## config.mk

```make
export PLATFORM = sky130hd
export DESIGN_NAME = usn_notify
export DESIGN_NICKNAME = d
export VERILOG_FILES = /design/src/include/usn_pkg.sv /design/src/hw/usn_notify.sv
export SDC_FILE = /design/constraint.sdc
export NUM_CORES = 1
export LEC_CHECK = 0
export ABC_AREA = 1
export CORE_AREA = 4 4 146 134
export DETAILED_ROUTE_END_ITERATION = 10
export DIE_AREA = 0 0 150 138
export DONT_BUFFER_PORTS = 1
export SLEW_MARGIN = 20
export SYNTH_ARGS = -nofsm -noshare
export SYNTH_HDL_FRONTEND = slang
export SYNTH_SLANG_ARGS = --single-unit
```

## constraint.sdc

```tcl
create_clock -name sys_clk -period 1.45 [get_ports sys_clk]
set_input_delay 0.29 -clock sys_clk [delete_from_list [all_inputs] [get_ports sys_clk]]
set_output_delay 0.29 -clock sys_clk [all_outputs]
set_load 0.02 [all_outputs]
```

## src/include/usn_pkg.sv

```systemverilog
// Constants, types and carriers of the UART status notifier
package usn_pkg;

    // Register port
    localparam int          REG_ADDR_W    = 8;
    localparam int          REG_DATA_W    = 16;
    localparam logic [7:0]  OFS_GPIO_MASK = 8'h51;
    localparam logic [7:0]  OFS_FORMAT    = 8'h52;
    localparam logic [7:0]  OFS_PULLUP    = 8'h54;
    localparam logic [7:0]  OFS_PULLDOWN  = 8'h55;
    localparam logic [7:0]  OFS_IRQ_STAT  = 8'h70;
    localparam logic [7:0]  OFS_IRQ_MASK  = 8'h71;
    localparam logic [7:0]  OFS_FLAGS     = 8'h72;

    // Reset values
    localparam logic        FORMAT_RST    = 1'b0;
    localparam logic [7:0]  PULLUP_RST    = 8'hFF;
    localparam logic [7:0]  PULLDOWN_RST  = 8'h00;
    localparam logic [5:0]  GPIO_MASK_RST = 6'h00;
    localparam logic [2:0]  IRQ_MASK_RST  = 3'h0;

    // Field positions
    localparam int FMT_CUSTOM_BIT = 0;
    localparam int PAD_W          = 8;
    localparam int NUM_PINS       = 6;
    localparam int NUM_ERRS       = 4;

    // Modem pin order, RTS highest
    localparam int M_RTS = 5;
    localparam int M_CTS = 4;
    localparam int M_DTR = 3;
    localparam int M_DSR = 2;
    localparam int M_CD  = 1;
    localparam int M_RI  = 0;

    // Sticky line error order
    localparam int E_OVR = 3;
    localparam int E_PAR = 2;
    localparam int E_FRM = 1;
    localparam int E_BRK = 0;

    // Standard payload bits
    localparam int STD_OVR = 6;
    localparam int STD_PAR = 5;
    localparam int STD_FRM = 4;
    localparam int STD_RI  = 3;
    localparam int STD_BRK = 2;
    localparam int STD_DSR = 1;
    localparam int STD_DCD = 0;

    // Custom payload fields
    localparam int CUS_ERR_LSB   = 16;
    localparam int CUS_STATE_LSB = 8;
    localparam int CUS_CHG_LSB   = 0;

    // Notification header
    localparam logic [7:0]  REQ_TYPE    = 8'hA1;
    localparam logic [7:0]  NOTIF_CODE  = 8'h20;
    localparam logic [15:0] WVALUE      = 16'h0000;
    localparam logic [15:0] WINDEX      = 16'h0000;
    localparam logic [15:0] WLEN_STD    = 16'h0002;
    localparam logic [15:0] WLEN_CUS    = 16'h0004;
    localparam logic [3:0]  LAST_STD    = 4'h9;
    localparam logic [3:0]  LAST_CUS    = 4'hB;

    // Interrupt status bits
    localparam int IRQ_W    = 3;
    localparam int IRQ_SENT = 0;
    localparam int IRQ_ERR  = 1;
    localparam int IRQ_CHG  = 2;

    typedef enum logic {
        ST_IDLE = 1'b0,
        ST_SEND = 1'b1
    } usn_state_e;

    typedef struct packed {
        logic                  wr;
        logic                  rd;
        logic [REG_ADDR_W-1:0] addr;
        logic [REG_DATA_W-1:0] wdata;
    } usn_reg_req_s;

    // Field order matches E_OVR..E_BRK
    typedef struct packed {
        logic overrun;
        logic parity;
        logic framing;
        logic brk;
    } usn_uart_evt_s;

    typedef struct packed {
        logic       valid;
        logic       last;
        logic [7:0] data;
    } usn_pkt_s;

endpackage

```

## src/hw/usn_notify.sv

```systemverilog
// Serial-state notification framer and pad pull settings
//
// Operation
// - Format bit 0 picks standard or custom packet
// - Byte 0 is class, device-to-host, interface
// - Byte 1 is serial state notification code
// - wValue zero, wIndex interface zero
// - wLength two; custom payload four bytes
// - Standard payload bit layout, upper bits zero
// - Custom bits 19:16 sticky line errors
// - Custom bits 13:8 pin levels at generation
// - Custom bits 5:0 sticky pin changes
// - Pull-up enables, reset all enabled
// - Pull-down enables, reset all disabled
// - Pull-up set forces pull-down off
// - Unmasked pin change triggers a packet
//
// The plain strobed port was decided locally.
`timescale 1ns/100ps
`default_nettype none

module usn_notify
    import usn_pkg::*;
#(
    parameter int SYNC_STAGES = 2
) (
    input  wire logic                  sys_clk,
    input  wire logic                  reset,
    input  wire logic                  clk_en,
    input  wire usn_reg_req_s          reg_req,
    output var  logic [REG_DATA_W-1:0] reg_rdata,
    input  wire usn_uart_evt_s         uart_evt,
    input  wire logic [NUM_PINS-1:0]   modem_pins,
    input  wire logic                  pkt_ready,
    output var  usn_pkt_s              pkt,
    output var  logic [PAD_W-1:0]      pullup_en,
    output var  logic [PAD_W-1:0]      pulldown_en,
    output var  logic                  irq
);

    generate
        if (SYNC_STAGES < 2) begin : g_bad_sync
            $error("SYNC_STAGES must be at least 2");
        end
    endgenerate

    // Registers
    logic                  fmt_custom;
    logic [PAD_W-1:0]      pu_reg;
    logic [PAD_W-1:0]      pd_reg;
    logic [NUM_PINS-1:0]   gpio_mask;
    logic [IRQ_W-1:0]      irq_stat;
    logic [IRQ_W-1:0]      irq_mask;

    // Sticky activity
    logic [NUM_ERRS-1:0]   err_flags;
    logic [NUM_PINS-1:0]   chg_flags;
    logic                  pending;

    // Pin synchroniser
    logic [NUM_PINS-1:0]   pin_sync [SYNC_STAGES];
    logic [NUM_PINS-1:0]   pin_lvl;
    logic [NUM_PINS-1:0]   pin_prev;
    logic [NUM_PINS-1:0]   pin_toggle;
    logic [SYNC_STAGES:0]  fill;
    logic                  primed;

    // Framer
    usn_state_e            state;
    logic [3:0]            byte_idx;
    logic [3:0]            last_idx;
    logic [31:0]           payload;
    logic                  start;
    logic                  advance;
    logic [7:0]            next_byte;
    logic [31:0]           next_payload;
    logic                  cus_pkt;

    logic                  wr_hit;
    logic                  rd_stat;
    logic [NUM_ERRS-1:0]   err_in;
    logic [IRQ_W-1:0]      irq_set;

    assign err_in     = uart_evt;
    assign pin_lvl    = pin_sync[SYNC_STAGES-1];
    assign primed     = fill[SYNC_STAGES];
    assign pin_toggle = primed ? (pin_lvl ^ pin_prev) : '0;
    assign wr_hit     = clk_en && reg_req.wr;
    assign rd_stat    = clk_en && reg_req.rd && reg_req.addr == OFS_IRQ_STAT;

    // Pins pass the full chain before anything reads them
    always_ff @(posedge sys_clk) begin
        if (reset) begin
            for (int i = 0; i < SYNC_STAGES; i++) begin
                pin_sync[i] <= '0;
            end
            pin_prev <= '0;
        end else if (clk_en) begin
            pin_sync[0] <= modem_pins;
            for (int i = 1; i < SYNC_STAGES; i++) begin
                pin_sync[i] <= pin_sync[i-1];
            end
            pin_prev <= pin_lvl;
        end
    end

    // Toggles ignored until pin_prev holds a real level;
    // pins idle high under the default pull-ups, so a
    // reset-time compare would fake a change
    always_ff @(posedge sys_clk) begin
        if (reset) begin
            fill <= '0;
        end else if (clk_en) begin
            fill <= {fill[SYNC_STAGES-1:0], 1'b1};
        end
    end

    // Register writes, reserved bits dropped
    always_ff @(posedge sys_clk) begin
        if (reset) begin
            fmt_custom <= FORMAT_RST;
            pu_reg     <= PULLUP_RST;
            pd_reg     <= PULLDOWN_RST;
            gpio_mask  <= GPIO_MASK_RST;
            irq_mask   <= IRQ_MASK_RST;
        end else if (wr_hit) begin
            if (reg_req.addr == OFS_FORMAT) begin
                fmt_custom <= reg_req.wdata[FMT_CUSTOM_BIT];
            end else if (reg_req.addr == OFS_PULLUP) begin
                pu_reg <= reg_req.wdata[PAD_W-1:0];
            end else if (reg_req.addr == OFS_PULLDOWN) begin
                pd_reg <= reg_req.wdata[PAD_W-1:0];
            end else if (reg_req.addr == OFS_GPIO_MASK) begin
                gpio_mask <= reg_req.wdata[NUM_PINS-1:0];
            end else if (reg_req.addr == OFS_IRQ_MASK) begin
                irq_mask <= reg_req.wdata[IRQ_W-1:0];
            end
        end
    end

    // Pad controls; pull-up always wins
    always_ff @(posedge sys_clk) begin
        if (reset) begin
            pullup_en   <= PULLUP_RST;
            pulldown_en <= PULLDOWN_RST;
        end else if (clk_en) begin
            pullup_en   <= pu_reg;
            pulldown_en <= pd_reg & ~pu_reg;
        end
    end

    // Read data stands one cycle only
    always_ff @(posedge sys_clk) begin
        if (reset) begin
            reg_rdata <= '0;
        end else if (clk_en) begin
            reg_rdata <= '0;
            if (reg_req.rd) begin
                if (reg_req.addr == OFS_FORMAT) begin
                    reg_rdata[FMT_CUSTOM_BIT] <= fmt_custom;
                end else if (reg_req.addr == OFS_PULLUP) begin
                    reg_rdata[PAD_W-1:0] <= pu_reg;
                end else if (reg_req.addr == OFS_PULLDOWN) begin
                    reg_rdata[PAD_W-1:0] <= pd_reg;
                end else if (reg_req.addr == OFS_GPIO_MASK) begin
                    reg_rdata[NUM_PINS-1:0] <= gpio_mask;
                end else if (reg_req.addr == OFS_IRQ_STAT) begin
                    reg_rdata[IRQ_W-1:0] <= irq_stat;
                end else if (reg_req.addr == OFS_IRQ_MASK) begin
                    reg_rdata[IRQ_W-1:0] <= irq_mask;
                end else if (reg_req.addr == OFS_FLAGS) begin
                    reg_rdata <= {2'h0, err_flags, 4'h0, chg_flags};
                end
            end
        end
    end

    // Sticky line errors and pin changes.
    // Snapshot and clear at packet start; a new event
    // in that cycle survives for the next packet.
    always_ff @(posedge sys_clk) begin
        if (reset) begin
            err_flags <= '0;
            chg_flags <= '0;
        end else if (clk_en) begin
            err_flags <= (start ? '0 : err_flags) | err_in;
            chg_flags <= (start ? '0 : chg_flags) | pin_toggle;
        end
    end

    // Packet request: any line error or unmasked pin change
    always_ff @(posedge sys_clk) begin
        if (reset) begin
            pending <= 1'b0;
        end else if (clk_en) begin
            pending <= (pending && !start) || (|err_in)
                || (|(pin_toggle & ~gpio_mask));
        end
    end

    assign start   = clk_en && state == ST_IDLE && pending;
    assign advance = clk_en && state == ST_SEND && pkt.valid && pkt_ready;
    // Length follows the latched format, not the live register
    assign cus_pkt = (last_idx == LAST_CUS);

    // Payload snapshot, taken from the flags plus any event in this same cycle
    always_comb begin
        next_payload = '0;
        if (fmt_custom) begin
            next_payload[CUS_ERR_LSB +: NUM_ERRS]   = err_flags | err_in;
            next_payload[CUS_STATE_LSB +: NUM_PINS] = pin_lvl;
            next_payload[CUS_CHG_LSB +: NUM_PINS]   = chg_flags | pin_toggle;
        end else begin
            next_payload[STD_OVR] = err_flags[E_OVR] | err_in[E_OVR];
            next_payload[STD_PAR] = err_flags[E_PAR] | err_in[E_PAR];
            next_payload[STD_FRM] = err_flags[E_FRM] | err_in[E_FRM];
            next_payload[STD_BRK] = err_flags[E_BRK] | err_in[E_BRK];
            next_payload[STD_RI]  = pin_lvl[M_RI];
            next_payload[STD_DSR] = pin_lvl[M_DSR];
            next_payload[STD_DCD] = pin_lvl[M_CD];
        end
    end

    // Byte mux; payload goes out low byte first
    always_comb begin
        next_byte = 8'h00;
        case (byte_idx)
            4'h0: next_byte = REQ_TYPE;
            4'h1: next_byte = NOTIF_CODE;
            4'h2: next_byte = WVALUE[7:0];
            4'h3: next_byte = WVALUE[15:8];
            4'h4: next_byte = WINDEX[7:0];
            4'h5: next_byte = WINDEX[15:8];
            4'h6: next_byte = cus_pkt ? WLEN_CUS[7:0] : WLEN_STD[7:0];
            4'h7: next_byte = cus_pkt ? WLEN_CUS[15:8] : WLEN_STD[15:8];
            4'h8: next_byte = payload[7:0];
            4'h9: next_byte = payload[15:8];
            4'hA: next_byte = payload[23:16];
            4'hB: next_byte = payload[31:24];
            default: next_byte = 8'h00;
        endcase
    end

    // Framer: format is latched per packet so a
    // mid-packet register write cannot tear it
    always_ff @(posedge sys_clk) begin
        if (reset) begin
            state    <= ST_IDLE;
            byte_idx <= 4'h0;
            last_idx <= LAST_STD;
            payload  <= '0;
            pkt      <= '0;
        end else if (clk_en) begin
            case (state)
                ST_IDLE: begin
                    if (start) begin
                        state      <= ST_SEND;
                        payload    <= next_payload;
                        last_idx   <= fmt_custom ? LAST_CUS : LAST_STD;
                        byte_idx   <= 4'h1;
                        pkt.valid  <= 1'b1;
                        pkt.last   <= 1'b0;
                        pkt.data   <= REQ_TYPE;
                    end
                end
                ST_SEND: begin
                    if (advance) begin
                        if (pkt.last) begin
                            state     <= ST_IDLE;
                            byte_idx  <= 4'h0;
                            pkt.valid <= 1'b0;
                            pkt.last  <= 1'b0;
                            pkt.data  <= 8'h00;
                        end else begin
                            pkt.data <= next_byte;
                            pkt.last <= byte_idx == last_idx;
                            byte_idx <= byte_idx + 4'h1;
                        end
                    end
                end
                default: begin
                    state <= ST_IDLE;
                end
            endcase
        end
    end

    assign irq_set[IRQ_SENT] = advance && pkt.last;
    assign irq_set[IRQ_ERR]  = |err_in;
    assign irq_set[IRQ_CHG]  = |pin_toggle;

    // Status clears on read; a same-cycle event wins
    always_ff @(posedge sys_clk) begin
        if (reset) begin
            irq_stat <= '0;
        end else if (clk_en) begin
            irq_stat <= (rd_stat ? '0 : irq_stat) | irq_set;
        end
    end

    always_ff @(posedge sys_clk) begin
        if (reset) begin
            irq <= 1'b0;
        end else if (clk_en) begin
            irq <= |(irq_stat & irq_mask);
        end
    end

endmodule

`default_nettype wire

```

## After elaboration in Yosys (flattened, before gate mapping)

Memory sizes are Yosys's and may differ from the RTL's.
Index checks and enable logic that the tools add are counted.
W data, S select, Z words.

- $add $sub $neg: 1
- Multiplexer cells: 54
- Equality and inequality tests: 17
- Bitwise gates (word level): 22
- Reduce and logical (&&, ||, !) cells: 26

Operators with widths:

| cell | number |
|---|---|
| $mux W16 | 10 |
| $eq A8 B7 Y1 const B | 7 |
| $pmux W8 S6 | 1 |
| $mux W6 | 7 |
| $mux W8 | 4 |
| $mux W10 | 3 |
| $mux W13 | 2 |
| $mux W4 | 5 |
| $pmux W10 S2 | 1 |
| $eq A4 B4 Y1 const B | 4 |
| $mux W15 | 1 |
| $mux W14 | 1 |
| $mux W3 | 4 |
| $or A6 B6 Y6 | 2 |
| $reduce_or A6 Y1 | 2 |
| $mux W1 | 11 |
| $logic_and A1 B1 Y1 | 10 |
| $mux W9 | 1 |
| $reduce_and A3 Y1 | 3 |
| $and A8 B8 Y8 | 1 |
| $not A8 Y8 | 1 |
| $or A4 B4 Y4 | 2 |
| $pmux W4 S2 | 1 |
| $reduce_and A4 Y1 | 2 |
| other kinds (23) | 34 |

- Memories kept: 1
- Output and inout bits: 43
- Memory bits (writable): 12
- Register bits after elaboration: 118
- Input bits: 40

Memories:

| memory | depth | bits a word | rd ports | clocked after memory_dff | write ports | line | RTL |
|---|---|---|---|---|---|---|---|
| pin_sync | 2 | 6 | 2 | 0 | 2 | usn_notify.sv:61 | `logic [NUM_PINS-1:0] pin_sync [SYNC_STAGES];` |

## Longest topological paths before layout

- Word-level depth: 18
- Mapped depth: 11
- Mapped depth without buffers: 11

## Worst setup path after synthesis

OpenSTA, ideal clock, no wires.

- Path type: flip-flop to flip-flop
- Start point: register byte_idx[1]
- End point: register pkt[1] in the netlist's numbering
- Arrival time: 1,193 ps
- Cell stages (with the launch flop): 9
- Setup time: 132 ps
- Period minus slack after synthesis: 1,326 ps
- Data required time: 1,318 ps
- Buffers on the path: 0
- Path slack: 124 ps
- Path through: dfxtp_1 > inv_1 > ha_1 > inv_1 > a21oi_1 > nor3b_1 > nor2_2 > nand2_1 > a21oi_1

- Cells in the longest elaborated chain, start to end: 5
- Elaborated cells between the ends (all ways): 10
- Classes of those cells: eq/ne (5); mux (4); reduce/logical (1)

RTL lines:

| element | line | RTL |
|---|---|---|
| start: declaration | usn_notify.sv:70 | `logic [3:0] byte_idx;` |
| start signal: assignment | usn_notify.sv:277 | `byte_idx <= byte_idx + 4'h1;` |
| $eq A4 B4 Y1, or another cell as far along | usn_notify.sv:227 | `case (byte_idx)` |
| $pmux W8 S6 * | usn_notify.sv:227 |  |
| $mux W9 * | usn_notify.sv:268 | `if (pkt.last) begin` |
| $mux W10 * | usn_notify.sv:267 | `if (advance) begin` |
| $pmux W10 S2 * | usn_notify.sv:254 | `case (state)` |
| end: declaration | usn_notify.sv:35 | `output var usn_pkt_s pkt,` |

Mark *: on every way between the ends. The rest lies on a longest branch, timed or not. The select of a mux whose other input is x is not followed.
A chain may end at the register's enable or synchronous reset.

## Worst setup path after layout

- Start point: register byte_idx[0]
- End point: register pkt[2] in the netlist's numbering

Same word-level chain as after synthesis.

==> flow_metrics.env <==
export IMPL_synthToLayoutAreaGrowth_pct=22.6
export IMPL_port_buffers=0
export IMPL_gp_congestion=0.865
export IMPL_vdd_drop_max_v=0.000884
export IMPL_timing_fmax_mhz=738
export IMPL_cts_buffers=17
export IMPL_ant_nets=0
export IMPL_final_nets=783
export IMPL_crit_cells=8
export IMPL_clk_insertion_delay_late_ns=0.42
export IMPL_grt_pass1_vias=4482
export IMPL_path_cells="inv_1 -> ha_1 -> inv_1 -> a21oi_2 -> nor3b_2 -> nor2_2 -> nand2_1 -> a21oi_2"
export IMPL_hold_slack_ns=0.0236
export IMPL_finalHoldViolCount=0
export IMPL_crit_slowest_cell="dfxtp_2"
export IMPL_dieArea_um2=20700
export IMPL_crit_buf_inv=2
export IMPL_final_core_util_pct=36.0
export IMPL_tns_ns=0
export IMPL_drive_above_1_share_pct=15.2
export IMPL_fin_area_um2=6520
export IMPL_ys_seq_elements=123
export IMPL_synth_cell_types=41
export IMPL_totalWireLength_um=14400
export IMPL_route_detailed_drc=0
export IMPL_insertedDiodeCount=0
export IMPL_synthArstFlopShare_pct=0
export IMPL_seq_area_frac_synth_pct=48.6
export IMPL_run_status="finished clean"
export IMPL_critical_path_top_delay_family="simple AND/OR/NAND/NOR gates"
export IMPL_die_x_um=150
export IMPL_min_delay_start="reg_req[1]"
export IMPL_p_per_area_nw_per_um2=1210
export IMPL_vias=4614
export IMPL_placed_cells=952
export IMPL_skew_ns=0.0113
export IMPL_cts_clk_slew_worst_paths_ns=0.06
export IMPL_ioPinCount=83
export IMPL_drv_slew=0
export IMPL_synth_avg_cell_area_um2=7.66
export IMPL_hp_class="in2reg"
export IMPL_wl_per_cell_um=14.5
export IMPL_pre_cts_slack_ns=-0.00936
export IMPL_synthCells=694
export IMPL_crit_fanout=4
export IMPL_worst_slack_ns=0.0944
export IMPL_antenna_found_initial=0
export IMPL_p_total_mw=7.90
export IMPL_grt_overflow_total=0
export IMPL_num_rows=47
export IMPL_cp_required_ns=1.74
export IMPL_fin_crit_ns=1.36
export IMPL_synth_flop_cell="dfxtp_1"
export IMPL_cts_buffer_depth=2
export IMPL_rr_worst_depth=8
export IMPL_cts_sinks=123
export IMPL_drtIter0Drc=288
export IMPL_syn_area_um2=5320
export IMPL_largest_reg_flops=17
export IMPL_yosysWarnings=0
export IMPL_start_util_pct=29.4
export IMPL_crit_arrival_ns=1.65
export IMPL_placed_area_um2=5760
export IMPL_slowest_delay_ns=0.33
export IMPL_grtUsageTotal_pct=14.4
export IMPL_reg2reg_from="byte_idx[0]$_SDFFE_PP0P_"
export IMPL_root_buffer="clkbuf_16"
export IMPL_cts_tree="built"
export IMPL_final_cells=997
export IMPL_via_per_inst=4.63
export IMPL_cts_max_level=4
export IMPL_largest_register="payload"
export IMPL_top_regs="payload x17, pin_sync x12, reg_rdata x12"
export IMPL_place_hpwl_um=10400
export IMPL_worstSetupStartpointType="flip-flop"
export IMPL_grt_pass1_wl_um=23600
export IMPL_leakage_nw=2.63
export IMPL_path_class="reg2reg"
export IMPL_finalSetupViolCount=0
export IMPL_core_area_um2=18100
export IMPL_grt_max_degree=48
export IMPL_finalCritPeriodShare_pct=93.5
export IMPL_synth_edf_count=12
export IMPL_fp_dieH_um=138
export IMPL_rsz0062_at_grt="yes"
export IMPL_endpoint_kind="flip-flop"
export IMPL_first_pass_iters=4
export IMPL_crit_path_start="byte_idx[0]$_SDFFE_PP0P_"
export IMPL_max_cap_viol_count=0
export IMPL_whs_path_depth=2
==> power by group <==
part	switching [mW]	leakage [nW]	internal [mW]
clock network	1.59	0.270	2.33
registers	0.0568	1.03	3.51
logic	0.264	1.33	0.151
==> worst paths after layout <==
| check | to | slack (ns) |
|---|---|---|
| setup reg to reg | pkt[2]$_SDFFE_PP0P_ | 0.09 |
| setup / recovery | pkt[2]$_SDFFE_PP0P_ | 0.09 |
| hold reg to reg | fill[0]$_SDFFE_PP0P_ | 0.46 |
| hold / removal | pu_reg[1]$_SDFFE_PP1P_ | 0.02 |
==> cell families after synthesis <==
family | synth area share, %
compound gates | 17.4
xor+xnor | 0.165
fa+ha+maj | 0.941
buf+inv | 9.20
flops | 48.6
other cells | 0.0705
simple gates | 23.7
==> timing repair <==
item | in CTS | in global routing
setup endpoints to repair | 5 | 15
resized for setup | 1 | 22
hold buffers | 10 | 0
pin swaps | 0 | 4
endpoints found under the hold margin | 48 | 0
gates cloned | 0 | 0
buffers inserted | 0 | 3
==> cells in the mapped netlist (all sizes together) (2+ instances only) <==
cell type,n,area share (%)
o32ai,6,0.99
nor3,2,0.19
buf,20,2.4
clkbuf,8,0.56
nand3,27,2.9
a31oi,3,0.35
o22ai,10,1.2
o2111ai,3,0.49
nand3b,2,0.28
o311ai,3,0.49
ha,4,0.94
nor2,90,7.3
nand2,167,12
a22o,15,2.5
o21ai,49,4.9
nand4,5,0.82
edfxtp,12,6.8
dfxtp,111,42
inv,88,6.2
a21oi,61,5.7
==> layout make-up <==
| class | count | area, um2 |
|---|---|---|
| sequential | 123 | 2580 |
| clock buffer | 19 | 464 |
| multi-input combinational | 458 | 2310 |
| inverter | 88 | 338 |
| tap | 245 | 307 |
| fill | 1943 | 11600 |
| clock inverter | 13 | 91.3 |
| timing repair buffer | 51 | 422 |
==> cells in the final DEF, fill, tap and decap left out, types with 2 or more instances in the layout <==
master,synthesis,routed
clkinv_2,0,5
inv_6,0,2
conb_1,1,4
o21ai_2,4,4
clkinvlp_4,0,3
nor2_2,6,4
nor2_4,5,9
o21ai_0,43,42
clkinv_4,0,4
inv_2,5,7
nand2_2,2,2
o311ai_0,3,3
nand3b_1,2,2
dlygate4sd3_1,0,9
buf_4,5,40
nor3_1,2,2
dfxtp_2,0,2
o22ai_1,10,10
o21ai_1,2,3
inv_1,83,79
nor2_1,79,77
o32ai_1,6,6
a21oi_2,0,4
a31oi_1,3,3
a21oi_1,61,57
dfxtp_1,111,109
edfxtp_1,12,12
nand2_1,164,164
nand4_1,3,3
clkbuf_16,0,18
a22o_1,15,15
ha_1,4,4
o2111ai_1,3,3
nand3_1,25,25
==> worst reg2reg max path: cells and delay by family, from the launching register on <==
family,cells,cell delay [ns]
AO/OA/AOI/OAI,2,0.14
adder cells (fa/ha/maj),1,0.20
buffers and inverters,2,0.20
flip-flops,1,0.33
AND/OR/NAND/NOR,3,0.35
==> per-layer routing <==
layer | GRT usage, % | part of all wire (%)
met1 | 19.9 | 48
met2 | 20.6 | 44
met3 | 5.96 | 7.9
met4 | 4.19 | 0.80
met5 | 0 | 0
Note: power is estimated with default switching activity, not from simulation.
